--- src/logic/status_led_pkg.sv ---
// Shared constants and carrier types for the status LED indicator
package status_led_pkg;

   // ======================================================================
   // Timing
   localparam int unsigned CLK_HZ         = 125_000_000;
   localparam int unsigned TICK_MS        = 100;
   localparam int unsigned TICK_CYC       = CLK_HZ / 1000 * TICK_MS;
   localparam int unsigned OK_FLASH_MS    = 800;
   localparam int unsigned OK_TICKS       = OK_FLASH_MS / TICK_MS;
   localparam int unsigned ERR_MS         = 5000;
   localparam int unsigned ERR_TICKS      = ERR_MS / TICK_MS;
   localparam int unsigned ERR_FLASH_HZ   = 1;
   localparam int unsigned ERR_PER_TICKS  = 1000 / (ERR_FLASH_HZ * TICK_MS);
   localparam int unsigned HOLD_MIN_MS    = 500;
   localparam int unsigned HOLD_TICKS     = (HOLD_MIN_MS + TICK_MS - 1)
                                            / TICK_MS;
   localparam int unsigned HOLD_MAX_MS    = 5000;
   localparam int unsigned HOLD_MAX_TICKS = HOLD_MAX_MS / TICK_MS;
   localparam int unsigned SAFE_FRAME_MS  = 1000;
   localparam int unsigned SLOTS          = SAFE_FRAME_MS / TICK_MS;
   localparam int unsigned SLOW_HALF      = SLOTS / 2;
   localparam int unsigned SWAP_FRAME_MS  = 4000;
   localparam int unsigned SWAP_TICKS     = SWAP_FRAME_MS / TICK_MS;
   localparam int unsigned SWAP_PULSE_MS  = 400;
   localparam int unsigned SWAP_PULSE     = SWAP_PULSE_MS / TICK_MS;

   // ======================================================================
   // Register map
   localparam logic [7:0]  ADDR_CTRL     = 8'h00;
   localparam logic [7:0]  ADDR_EVT      = 8'h04;
   localparam logic [7:0]  ADDR_STAT     = 8'h08;
   localparam logic [31:0] CTRL_RST      = 32'h0080_0000;
   localparam int unsigned EVT_ACCEPT    = 0;
   localparam int unsigned EVT_ERROR     = 1;

   // ======================================================================
   // Safety LED pulse masks, one bit per 100 ms slot, slot 0 in bit 0
   localparam logic [9:0]  SAFE_BOOT     = 10'h001;
   localparam logic [9:0]  SAFE_PREOP    = 10'h005;
   localparam logic [9:0]  SAFE_COMM     = 10'h015;
   localparam logic [9:0]  SAFE_INOP     = 10'h055;
   localparam logic [9:0]  SAFE_PILOT    = 10'h155;
   localparam logic [9:0]  SAFE_DEBUG    = 10'h01F;

   // ======================================================================
   // Carriers
   typedef struct packed {
      logic [7:0] spare;
      logic       booting;
      logic [2:0] swapCount;
      logic       moduleMissing;
      logic       scanRun;
      logic       keyAccess;
      logic       dbgMode;
      logic       pilotFw;
      logic       setupMode;
      logic       fwInop;
      logic       commFault;
      logic       safeOsNotRun;
      logic       preOp;
      logic       keyMissing;
      logic       safeState;
      logic       keySwapped;
      logic       fwUpdated;
      logic       awaitConf;
      logic       noApp;
      logic       dbgStop;
      logic       dbgRun;
      logic       appRun;
      logic       appFound;
   } ctrl_t;

   typedef struct packed {
      logic runGreen;
      logic runOrange;
      logic confirm;
      logic moduleSwap;
      logic fwAck;
      logic safety;
      logic keyAccess;
   } led_t;

endpackage

--- src/logic/status_led_indicator.sv ---
// Front-panel status LED driver with APB control and operator button
//
// Function
// - R/E dark in boot, green when running
// - R/E green flash, application idle
// - R/E steady orange in debug run
// - R/E orange flash in debug stop/halt
// - R/E fast orange flash, no application
// - Confirm steady awaiting, 0.8 s flash accepted
// - Input error: confirm flashes 1 Hz 5 s
// - Swap LED off, or count pattern
// - Missing module: 100 ms on/off blink
// - Firmware LED flashes after firmware update
// - Firmware LED steady after key exchange
// - Safety LED on in safe state
// - Safe state freezes the four status LEDs
// - Safety pattern: boot or key missing
// - Safety pattern: pre-operational or not safe-running
// - Safety pattern: safety channel faulty
// - Safety pattern: firmware inoperable or setup
// - Safety pattern: uncertified pilot firmware
// - Safety pattern: engineering tool debug mode
// - Key LED flashes during key access
// - Module scan flashes three LEDs
// - Button held 0.5 s lights confirm
// - Test position lights all while held
`timescale 1ns/10ps
module status_led_indicator #(
   parameter int unsigned TICK_CYC = status_led_pkg::TICK_CYC
) (
   input  wire logic        clk,
   input  wire logic        rst,
   input  wire logic        psel,
   input  wire logic        penable,
   input  wire logic        pwrite,
   input  wire logic [7:0]  paddr,
   input  wire logic [31:0] pwdata,
   output logic      [31:0] prdata,
   output logic             pready,
   output logic             pslverr,
   input  wire logic        confirmButton,
   input  wire logic        testPosition,
   output logic             runGreenLed,
   output logic             runOrangeLed,
   output logic             confirmLed,
   output logic             moduleSwapLed,
   output logic             firmwareAckLed,
   output logic             safetyStateLed,
   output logic             keyAccessLed
);

   // ======================================================================
   // Pin synchronisers
   logic [1:0] btnSync_r;
   logic [1:0] testSync_r;
   logic       btn;
   logic       testLit;

   always_ff @(posedge clk) begin
      if (rst) begin
         btnSync_r  <= 2'h0;
         testSync_r <= 2'h0;
      end else begin
         btnSync_r  <= {btnSync_r[0], confirmButton};
         testSync_r <= {testSync_r[0], testPosition};
      end
   end

   assign btn     = btnSync_r[1];
   assign testLit = testSync_r[1] & btn;

   // ======================================================================
   // APB slave, one wait-free access phase
   logic [31:0]            ctrl_r;
   logic [31:0]            prdata_r;
   logic                   pready_r;
   logic                   pslverr_r;
   logic                   wrEn;
   logic                   acceptEvt;
   logic                   errorEvt;
   logic                   mapped;
   status_led_pkg::ctrl_t  ctrl;
   status_led_pkg::led_t   led_r;
   logic                   holdLit;

   assign ctrl   = status_led_pkg::ctrl_t'(ctrl_r);
   assign wrEn   = psel & penable & pwrite & pready_r;
   assign mapped = (paddr == status_led_pkg::ADDR_CTRL) |
                   (paddr == status_led_pkg::ADDR_EVT) |
                   (paddr == status_led_pkg::ADDR_STAT);
   assign acceptEvt = wrEn & (paddr == status_led_pkg::ADDR_EVT) &
                      pwdata[status_led_pkg::EVT_ACCEPT];
   assign errorEvt  = wrEn & (paddr == status_led_pkg::ADDR_EVT) &
                      pwdata[status_led_pkg::EVT_ERROR];

   always_ff @(posedge clk) begin
      if (rst) begin
         pready_r  <= 1'b0;
         pslverr_r <= 1'b0;
         prdata_r  <= 32'h0000_0000;
      end else begin
         pready_r  <= psel & ~penable;
         pslverr_r <= psel & ~penable & ~mapped;
         if (psel && !penable && !pwrite) begin
            case (paddr)
               status_led_pkg::ADDR_CTRL: prdata_r <= ctrl_r;
               status_led_pkg::ADDR_STAT:
                  prdata_r <= {24'h00_0000, holdLit, led_r};
               default:                   prdata_r <= 32'h0000_0000;
            endcase
         end
      end
   end

   always_ff @(posedge clk) begin
      if (rst) begin
         ctrl_r <= status_led_pkg::CTRL_RST;
      end else if (wrEn && paddr == status_led_pkg::ADDR_CTRL) begin
         ctrl_r <= pwdata;
      end
   end

   assign prdata  = prdata_r;
   assign pready  = pready_r;
   assign pslverr = pslverr_r;

   // ======================================================================
   // Prescaler: 100 ms tick, 1 s slot frame, 4 s swap frame
   logic [31:0] preCnt_r;
   logic        tick_r;
   logic [3:0]  slot_r;
   logic [5:0]  frame_r;
   logic        slowOn;
   logic        fastOn;

   always_ff @(posedge clk) begin
      if (rst) begin
         preCnt_r <= 32'h0000_0000;
         tick_r   <= 1'b0;
      end else if (preCnt_r == 32'(TICK_CYC - 1)) begin
         preCnt_r <= 32'h0000_0000;
         tick_r   <= 1'b1;
      end else begin
         preCnt_r <= preCnt_r + 32'h0000_0001;
         tick_r   <= 1'b0;
      end
   end

   always_ff @(posedge clk) begin
      if (rst) begin
         slot_r  <= 4'h0;
         frame_r <= 6'h00;
      end else if (tick_r) begin
         slot_r  <= (slot_r == 4'(status_led_pkg::SLOTS - 1)) ?
                    4'h0 : slot_r + 4'h1;
         frame_r <= (frame_r == 6'(status_led_pkg::SWAP_TICKS - 1)) ?
                    6'h00 : frame_r + 6'h01;
      end
   end

   // Slow is 500 ms on/off, fast is 100 ms on/off
   assign slowOn = slot_r < 4'(status_led_pkg::SLOW_HALF);
   assign fastOn = ~slot_r[0];

   // ======================================================================
   // Operator button hold time, saturating just past the upper limit
   logic [5:0] hold_r;

   always_ff @(posedge clk) begin
      if (rst) begin
         hold_r <= 6'h00;
      end else if (!btn) begin
         hold_r <= 6'h00;
      end else if (tick_r &&
                   hold_r <= 6'(status_led_pkg::HOLD_MAX_TICKS)) begin
         hold_r <= hold_r + 6'h01;
      end
   end

   assign holdLit = btn & (hold_r >= 6'(status_led_pkg::HOLD_TICKS));

   // ======================================================================
   // Confirmation timers; a fresh event reloads even on an expiry tick
   logic [3:0] okTimer_r;
   logic [5:0] errTimer_r;
   logic [3:0] errPhase_r;

   always_ff @(posedge clk) begin
      if (rst) begin
         okTimer_r <= 4'h0;
      end else if (acceptEvt) begin
         okTimer_r <= 4'(status_led_pkg::OK_TICKS);
      end else if (tick_r && okTimer_r != 4'h0) begin
         okTimer_r <= okTimer_r - 4'h1;
      end
   end

   always_ff @(posedge clk) begin
      if (rst) begin
         errTimer_r <= 6'h00;
         errPhase_r <= 4'h0;
      end else if (errorEvt) begin
         errTimer_r <= 6'(status_led_pkg::ERR_TICKS);
         errPhase_r <= 4'h0;
      end else if (tick_r && errTimer_r != 6'h00) begin
         errTimer_r <= errTimer_r - 6'h01;
         errPhase_r <= (errPhase_r ==
                        4'(status_led_pkg::ERR_PER_TICKS - 1)) ?
                       4'h0 : errPhase_r + 4'h1;
      end
   end

   // ======================================================================
   // Swap count pattern: n pulses of 400 ms, then dark to end of frame
   function automatic logic swap_pattern(input logic [2:0] cnt,
                                         input logic [5:0] pos);
      logic [5:0] n;
      n = (cnt > 3'h5) ? 6'h05 : {3'h0, cnt};
      swap_pattern = (pos < 6'(2 * status_led_pkg::SWAP_PULSE) * n) &&
                     (pos % 6'(2 * status_led_pkg::SWAP_PULSE) <
                      6'(status_led_pkg::SWAP_PULSE));
   endfunction

   // ======================================================================
   // LED selection
   status_led_pkg::led_t ledNxt;
   logic                 errLit;

   assign errLit = errPhase_r < 4'(status_led_pkg::ERR_PER_TICKS / 2);

   always_comb begin
      ledNxt = led_r;
      // Safe state keeps the last shown status so the cause stays visible
      if (!ctrl.safeState) begin
         ledNxt.runGreen  = 1'b0;
         ledNxt.runOrange = 1'b0;
         if (ctrl.booting) begin
            ledNxt.runGreen = 1'b0;
         end else if (ctrl.noApp) begin
            ledNxt.runOrange = fastOn;
         end else if (ctrl.dbgRun) begin
            ledNxt.runOrange = 1'b1;
         end else if (ctrl.dbgStop) begin
            ledNxt.runOrange = slowOn;
         end else if (ctrl.appFound && ctrl.appRun) begin
            ledNxt.runGreen = 1'b1;
         end else if (ctrl.appFound) begin
            ledNxt.runGreen = slowOn;
         end

         if (ctrl.scanRun) begin
            ledNxt.confirm = slowOn;
         end else if (errTimer_r != 6'h00) begin
            ledNxt.confirm = errLit;
         end else if (okTimer_r != 4'h0 || holdLit) begin
            ledNxt.confirm = 1'b1;
         end else begin
            ledNxt.confirm = ctrl.awaitConf;
         end

         if (ctrl.scanRun) begin
            ledNxt.moduleSwap = slowOn;
         end else if (ctrl.moduleMissing) begin
            ledNxt.moduleSwap = fastOn;
         end else begin
            ledNxt.moduleSwap = swap_pattern(ctrl.swapCount, frame_r);
         end

         if (ctrl.scanRun) begin
            ledNxt.fwAck = slowOn;
         end else if (ctrl.keySwapped) begin
            ledNxt.fwAck = 1'b1;
         end else if (ctrl.fwUpdated) begin
            ledNxt.fwAck = slowOn;
         end else begin
            ledNxt.fwAck = 1'b0;
         end
      end

      if (ctrl.safeState) begin
         ledNxt.safety = 1'b1;
      end else if (ctrl.booting || ctrl.keyMissing) begin
         ledNxt.safety = status_led_pkg::SAFE_BOOT[slot_r];
      end else if (ctrl.fwInop || ctrl.setupMode) begin
         ledNxt.safety = status_led_pkg::SAFE_INOP[slot_r];
      end else if (ctrl.commFault) begin
         ledNxt.safety = status_led_pkg::SAFE_COMM[slot_r];
      end else if (ctrl.preOp || ctrl.safeOsNotRun) begin
         ledNxt.safety = status_led_pkg::SAFE_PREOP[slot_r];
      end else if (ctrl.pilotFw) begin
         ledNxt.safety = status_led_pkg::SAFE_PILOT[slot_r];
      end else if (ctrl.dbgMode) begin
         ledNxt.safety = status_led_pkg::SAFE_DEBUG[slot_r];
      end else begin
         ledNxt.safety = 1'b0;
      end

      ledNxt.keyAccess = ctrl.keyAccess & slowOn;

      // Lamp test overrides everything, frozen or not
      if (testLit) begin
         ledNxt = '1;
      end
   end

   always_ff @(posedge clk) begin
      if (rst) begin
         led_r <= '0;
      end else begin
         led_r <= ledNxt;
      end
   end

   assign runGreenLed    = led_r.runGreen;
   assign runOrangeLed   = led_r.runOrange;
   assign confirmLed     = led_r.confirm;
   assign moduleSwapLed  = led_r.moduleSwap;
   assign firmwareAckLed = led_r.fwAck;
   assign safetyStateLed = led_r.safety;
   assign keyAccessLed   = led_r.keyAccess;

   // ======================================================================
   // Checks
   a_boot_dark: assert property (
      @(posedge clk) disable iff (rst)
      (ctrl.booting && !ctrl.safeState && !testLit)
      |=> (!runGreenLed && !runOrangeLed))
      else $error("run LED lit during boot");

   a_run_green: assert property (
      @(posedge clk) disable iff (rst)
      (!ctrl.booting && !ctrl.noApp && !ctrl.dbgRun && !ctrl.dbgStop &&
       ctrl.appFound && ctrl.appRun && !ctrl.safeState && !testLit)
      |=> (runGreenLed && !runOrangeLed))
      else $error("run LED not steady green while executing");

   a_debug_orange: assert property (
      @(posedge clk) disable iff (rst)
      (!ctrl.booting && !ctrl.noApp && ctrl.dbgRun && !ctrl.safeState &&
       !testLit)
      |=> (runOrangeLed && !runGreenLed))
      else $error("run LED not orange in debug run");

   a_safe_freeze: assert property (
      @(posedge clk) disable iff (rst)
      (ctrl.safeState && !testLit && !$past(testLit))
      |=> ($stable(runGreenLed) && $stable(runOrangeLed) &&
           $stable(confirmLed) && $stable(moduleSwapLed) &&
           $stable(firmwareAckLed) && safetyStateLed))
      else $error("status LEDs changed in safe state");

   a_ok_load: assert property (
      @(posedge clk) disable iff (rst)
      acceptEvt |=> (okTimer_r == 4'(status_led_pkg::OK_TICKS)))
      else $error("accept flash not started");

   a_err_load: assert property (
      @(posedge clk) disable iff (rst)
      errorEvt |=> (errTimer_r == 6'(status_led_pkg::ERR_TICKS) &&
                    errPhase_r == 4'h0))
      else $error("error flash not started");

   a_err_first: assert property (
      @(posedge clk) disable iff (rst)
      (errorEvt && !ctrl.safeState && !ctrl.scanRun && !testLit)
      ##1 (!ctrl.safeState && !ctrl.scanRun && !testLit) |=> confirmLed)
      else $error("error flash does not open lit");

   a_key_dark: assert property (
      @(posedge clk) disable iff (rst)
      (!ctrl.keyAccess && !testLit) |=> !keyAccessLed)
      else $error("key LED lit without access");

   a_lamp_test: assert property (
      @(posedge clk) disable iff (rst)
      testLit |=> (runGreenLed && runOrangeLed && confirmLed &&
                   moduleSwapLed && firmwareAckLed && safetyStateLed &&
                   keyAccessLed))
      else $error("lamp test incomplete");

   a_hold_lit: assert property (
      @(posedge clk) disable iff (rst)
      (holdLit && !ctrl.safeState && !ctrl.scanRun &&
       errTimer_r == 6'h00) |=> confirmLed)
      else $error("held button did not light confirm");

   a_tick_gap: assert property (
      @(posedge clk) disable iff (rst)
      tick_r |=> !tick_r)
      else $error("prescaler tick too wide");

endmodule

--- config.mk ---
export PLATFORM = sky130hd
export DESIGN_NAME = status_led_indicator
export DESIGN_NICKNAME = d
export VERILOG_FILES = /design/src/logic/status_led_pkg.sv /design/src/logic/status_led_indicator.sv
export SDC_FILE = /design/constraint.sdc
export NUM_CORES = 1
export LEC_CHECK = 0
export BUFFER_PORTS_ARGS = -buffer_cell sky130_fd_sc_hd__buf_2
export CORE_UTILIZATION = 55
export CTS_CLUSTER_DIAMETER = 150
export DETAILED_ROUTE_END_ITERATION = 16
export PLACE_DENSITY = 0.77
export SYNTH_ARGS = -nofsm -noshare
export SYNTH_HDL_FRONTEND = slang
export SYNTH_SLANG_ARGS = --single-unit
--- constraint.sdc ---
create_clock -name clk -period 2.4 [get_ports clk]
set_input_delay 0.6 -clock clk [delete_from_list [all_inputs] [get_ports clk]]
set_output_delay 0.6 -clock clk [all_outputs]
set_load 0.05 [all_outputs]
# ---- After elaboration in Yosys (flattened, before gate mapping)
# Memory sizes are Yosys's and may differ from the RTL's. A register that Yosys moved wholly into a read port is not among the register bits.
# Cells that the tools add are included.
dict set report word_totals {
  register_bits 140
  rom_bits 96
  input_bits 47
  output_inout_bits 41
  elab_cells 146
  n_memories 6
}
dict set report op_classes {
  n_addsub 7
  n_lt_le_gt_ge 8
  eq_ne 7
  mux 55
  bitwise_logic 17
  reduce_logical 23
}
# memory depth width read_ports rd_ports_with_merged_regs wr line
set mem_list {}
lappend mem_list {{(no name shown)} 16 1 1 1 0 status_led_indicator.sv:293} ;# ledNxt.safety = status_led_pkg::SAFE_DEBUG[slot_r];
lappend mem_list {{(no name shown)} 16 1 1 1 0 status_led_indicator.sv:291} ;# ledNxt.safety = status_led_pkg::SAFE_PILOT[slot_r];
lappend mem_list {{(no name shown)} 16 1 1 1 0 status_led_indicator.sv:289} ;# ledNxt.safety = status_led_pkg::SAFE_PREOP[slot_r];
lappend mem_list {{(no name shown)} 16 1 1 1 0 status_led_indicator.sv:287} ;# ledNxt.safety = status_led_pkg::SAFE_COMM[slot_r];
lappend mem_list {{(no name shown)} 16 1 1 1 0 status_led_indicator.sv:285} ;# ledNxt.safety = status_led_pkg::SAFE_INOP[slot_r];
lappend mem_list {{(no name shown)} 16 1 1 1 0 status_led_indicator.sv:283} ;# ledNxt.safety = status_led_pkg::SAFE_BOOT[slot_r];
# cell n
set ops {}
lappend ops {{$mux 4} 16}
lappend ops {{$pmux 32 s2} 1}
lappend ops {{$add 32x1->32 const B} 1}
lappend ops {{$eq 32x24->1 const B} 1}
lappend ops {{$mux 1} 32}
lappend ops {{$mux 6} 3}
lappend ops {{$add 6x1->6 const B} 2}
lappend ops {{$and 1x1->1} 11}
lappend ops {{$add 4x1->4 const B} 2}
lappend ops {{$eq 4x4->1 const B} 2}
lappend ops {{$eq 8x3->1 const B} 1}
lappend ops {{$eq 8x4->1 const B} 1}
lappend ops {{$logic_and 1x1->1} 8}
lappend ops {{$logic_not 8->1} 1}
lappend ops {{$lt 4x3->1 const B} 2}
lappend ops {{$reduce_or 2->1} 4}
lappend ops {{$mux 7} 1}
lappend ops {{$eq 6x6->1 const B} 1}
lappend ops {{$ge 6x3->1 const B} 1}
lappend ops {{$le 6x6->1 const B} 1}
lappend ops {{$lt 6x6->1} 1}
lappend ops {{$reduce_bool 6->1} 1}
lappend ops {{$sub 6x1->6 const B} 1}
lappend ops {{$lt 4x5->1 const B} 1}
lappend ops {{12 further kinds} 21}

# ---- Longest topological paths before layout
dict set report logic_depth {
  word_depth 10
  mapped_depth 7
  ltp_nobuf 7
}

# ---- Worst setup path after synthesis
# No wires, ideal clock.
dict set report synth_timing {
  kind {input to register}
  start {in penable}
  end {reg prdata_r[11], in the netlist prdata[11]}
  setup_time_ns 0.066
  arrival_ns 2.109
  required_time_ns 2.334
  path_slack_ns 0.225
  cell_stages 6
  n_path_buf 2
  path_cell_list {or3b_1 > clkbuf_1 > nor4_1 > clkbuf_1 > a22oi_1 > nor2_1}
}
dict set report synth_via {
  elab_chain_cells 3
}
# element line
set synth_lines {}
lappend synth_lines {{start: declaration} status_led_indicator.sv:34} ;# input wire logic penable,
lappend synth_lines {{$logic_not 1->1} status_led_indicator.sv:104} ;# if (psel && !penable && !pwrite) begin
lappend synth_lines {{$logic_and 1x1->1 (2 in series)} status_led_indicator.sv:104}
lappend synth_lines {{end signal: assignment} status_led_indicator.sv:106} ;# status_led_pkg::ADDR_CTRL: prdata_r <= ctrl_r;
lappend synth_lines {{end signal: assignment} status_led_indicator.sv:108} ;# prdata_r <= {24'h00_0000, holdLit, led_r};
lappend synth_lines {{end: declaration} status_led_indicator.sv:75} ;# logic [31:0] prdata_r;
# Every way passes these cells.
# A chain may end at the register's enable or synchronous reset.

# ---- Final worst setup path
dict set report layout_timing {
  start {reg hold_r[1]}
  end {reg led_r (netlist bit confirmLed)}
}
dict set report layout_via {
  elab_chain_cells 8
}
# element line
set layout_lines {}
lappend layout_lines {{start: declaration} status_led_indicator.sv:167} ;# logic [5:0] hold_r;
lappend layout_lines {{start signal: assignment} status_led_indicator.sv:176} ;# hold_r <= hold_r + 6'h01;
lappend layout_lines {{$ge 6x3->1} status_led_indicator.sv:180} ;# assign holdLit = btn & (hold_r >= 6'(status_led_pkg::HOLD_TICKS));
lappend layout_lines {{$and 1x1->1} status_led_indicator.sv:180}
lappend layout_lines {{$logic_or 1x1->1} status_led_indicator.sv:255} ;# end else if (okTimer_r != 4'h0 || holdLit) begin
lappend layout_lines {{$mux 1} status_led_indicator.sv:255}
lappend layout_lines {{$mux 1} status_led_indicator.sv:253} ;# end else if (errTimer_r != 6'h00) begin
lappend layout_lines {{$mux 1} status_led_indicator.sv:251} ;# if (ctrl.scanRun) begin
lappend layout_lines {{$mux 5} status_led_indicator.sv:234} ;# if (!ctrl.safeState) begin
lappend layout_lines {{$mux 7} status_led_indicator.sv:301} ;# if (testLit) begin
lappend layout_lines {{end signal: assignment} status_led_indicator.sv:310} ;# led_r <= ledNxt;
lappend layout_lines {{end: declaration} status_led_indicator.sv:83} ;# status_led_pkg::led_t led_r;
# Every way passes these cells. The select of a mux whose other input is x is not followed.

==> implementation parameters <==
Parameter                              Value

Run status
  Run status ... complete, no violations

Timing
  Setup repair after global routing missed its margin ... false
  Setup violation total in the final timing report ... 0
  Max_slew headroom ... 0.5952
  Final period util ... 0.8600
  Final Critical Period ... slightly above 2 ns
  Clock skew ... slightly above 0.008 ns
  Maximum achievable frequency ... a little under 0.5 GHz
  Fin Hold WS ... approximately 0.27 ns
  Setup ws final ... 0.3360 ns
  Least-Margin Pin Slew ... between 0.6 and 0.7 ns
  Final Max Tran Viols ... 0
  Final sum of negative setup slack ... 0 ns
  Number of hold violations in the final report ... 0

Clock tree
  Total clock buffers created by CTS ... 17
  Number of levels in the clock H-tree ... 4
  Gates resized, CTS repair ... 0
  Clock tree from TritonCTS ... built
  Clock transition at the registers of the reported paths ... 0.06 ns
  CTS max path bufs ... 2
  Clock root cell ... clkbuf_8
  Hold-fix buffer count after cts ... 0
  Sink Count ... about 150
  Number of buffers inserted to repair setup after CTS ... 0
  Clock latency on the worst-skew pair ... 0.53 ns

Worst setup path
  Endpoint arrival time on the critical path ... 2.47 ns
  CP max FO ... 4
  Type of origin of the critical path ... flop
  CP max-delay cell ... a2111oi_0
  Nature of the critical path endpoint ... flop
  Ordered list of cells on the worst path ... inv_1, ha_1, nand2b_1, a2111oi_0, buf_4, o2111ai_1, o311ai_0, a211oi_1
  Classification of the worst setup path ... flop to flop
  Required time at the worst-slack endpoint ... approximately 2.8 ns
  Biggest cell delay along the critical path ... about 0.40 ns

Routing
  Detailed-routing iteration count for the pre-antenna-repair pass ... 5
  Routed wire length ... about 14000 um
  Via total after detailed routing ... 5377
  Antenna Nets Post-Route ... 0
  Mean routed wirelength per cell ... around 14 um
  First-iteration detailed-routing DRC count ... 380
  Total DRC errors in the routed layout ... 0
  Post-DR vias/cell ... 5.619

Synthesis
  Number of storage elements in the synthesis netlist ... around 150
  Warnings, synthesis ... 0
  Synth Cell Area ... between 0.006 and 0.007 mm2
  Top post-synthesis cells by area ... dfxtp_1 (48%), nor2_1 (6.2%), nand2_1 (5.8%), a21oi_1 (4.5%), xnor2_1 (4.1%)
  EDFF count, synth ... 0
  Cell type with the highest aggregate area in the netlist ... dfxtp_1
  Synth top area share ... 0.4772
  Count of unique library cells instantiated by Yosys ... 56
  Primary FF master, synth ... dfxtp_1
  Per-instance average area after synthesis ... roughly 8.5 um2
  Top cell types by occurrence after synthesis ... dfxtp_1 (146), nor2_1 (101), nand2_1 (95)
  Dominant cell by count in the synthesized netlist ... dfxtp_1
  Net count after synthesis ... ~790
  Share of synthesized area occupied by flip-flops and latches ... 0.4772
  Synthesized netlist cell count ... 723
  Ys async rst share ... 0

Floorplanning
  Die area ... approximately 0.012 mm2
  Core footprint ... about 0.011 mm2
  Starting Density ... 0.5650
  Overall die width ... roughly 110 um
  I/O pin count ... between 80 and 90
  Row count ... 38
  Die boundary height ... approximately 110 um

Finish
  Share of post-route cells with drive strength above 1 ... 0.1775
  P&R area growth vs syn ... 18.71%
  Total number of nets in the final design ... around 870
  Antenna diode instance count ... 0

Global routing
  Antenna violations before repair ... 0
  Largest net degree at the start of global routing ... 45
  Global-route met2 utilization ... 0.4084
  Number of global-route vias before repair ... 4967
  First-pass GRT wire length ... 22670 um
  Met1 Track Usage GR ... 0.3066
  Total routing usage reported by global routing ... 0.2493
  Global route total overflow ... 0
  GRT met3 Usage ... 0.07203
  Most congested layer reported by global routing ... met2

Placed design
  Worst slack at placement ... roughly 0.3 ns
  Buffers on Ports ... 87
  Routability congestion estimate ... roughly 0.85
  Half-perimeter wire length after detailed placement ... between 9000 and 10000 um

Power and ir drop
  Switching portion of total power ... 0.2193
  Internal power ... roughly 3800 uW
  Fraction of power consumed by sequential logic ... 0.500
  Power share of the combinational group ... 0.029
  Net switching power figure ... 1074 uW
  Maximum resistive drop on vdd ... approximately 550 uV
  Part of the power in the clock network ... 0.470
  Standby leakage power ... around 0.0028 uW
  Power Density ... about 670 mW/mm2

Flow run
  Max Cap Viol ... 0

Worst hold path
  Worst hold path type ... primary input to flop
## kinds of logic after synthesis
kind of cell	synth area share
flops	0.4772
xor+xnor	0.06006
simple gates	0.2374
buf+inv	0.03943
compound gates	0.1444
fa+ha+maj	0.03064
mux	0.01083
## cell type report
type                            count  area, um2
Fill cell                         888       3570
Clock inverter                     10      62.56
Clock buffer                       20      455.4
Sequential cell                   146       2923
Inverter                           24      90.09
Tap cell                          140      175.2
Multi-Input combinational cell    514       2969
Timing Repair Buffer              103      595.6
## per-stage QoR
step	utilization	std cells	area [um2]	power, uW
after floorplan	-	723	6125	2578
after global placement	0.6229	927	6753	2641
after detailed placement	0.6229	927	6753	2645
after CTS	0.6707	957	7271	4927
after global routing	0.6707	957	7271	5052
final	0.6707	957	7271	4897
## power by group through the flow
| stage | sequential, uW | clock, uW | combinational [uW] |
|---|---|---|---|
| floorplan | 2510 | 0 | 69.4 |
| global placement | 2500 | 0 | 140 |
| detailed placement | 2500 | 0 | 144 |
| CTS | 2450 | 2330 | 144 |
| global route | 2450 | 2440 | 159 |
| finish | 2450 | 2300 | 144 |
## routing by layer
layer  up-vias  routed length, um
met1      2535               6101
met5         -                  0
met2       154               6604
li1       2659                  -
met4         0                259
met3        29                751
## layout by cell type (no fill, tap or decap), types with 4 or more instances in the layout
master	instances
nand2b_1	8
nor4_1	12
mux2_2	5
nor2b_1	11
clkbuf_8	4
nor3_1	15
clkinv_2	6
and3_1	7
or3_1	4
xnor2_1	29
nand3_1	21
nor3b_1	4
a21oi_1	55
a211oi_1	6
a22oi_1	31
buf_4	14
nand4_1	9
ha_1	15
nor2_1	101
buf_2	86
inv_1	24
o21ai_0	15
xor2_1	13
nand2_1	95
dfxtp_1	146
and2_1	4
clkbuf_16	16
a31oi_1	6
## state kept, by name, summed over array words and instances, names as in the netlist, 2 cells and up, named ones only
signal      flops
prdata         32
testSync_r      2
slot_r          4
errTimer_r      6
ctrl           32
errPhase_r      4
frame_r         6
preCnt_r       32
btnSync_r       2
okTimer_r       4
hold_r          6
## worst paths after layout
path	startpoint	to	slack, ns	cells after the start
worst min-delay path	penable	pready$_SDFF_PP0_	0.27	2
worst max register to register	hold_r[1]$_SDFFE_PP0P_	confirmLed$_SDFFE_PP0P_	0.34	8
worst min register to register	ctrl[24]$_SDFFE_PP0P_	ctrl[24]$_SDFFE_PP0P_	0.45	2
worst max-delay path	hold_r[1]$_SDFFE_PP0P_	confirmLed$_SDFFE_PP0P_	0.34	8
## worst max-delay path: cells and delay by family, from the launching register on
family | cells | cell delay (ns)
fa+ha+maj | 1 | 0.18
simple gates | 1 | 0.13
compound gates | 4 | 0.96
buf+inv | 2 | 0.28
flops | 1 | 0.37
Power figures use the tool's default switching activity.
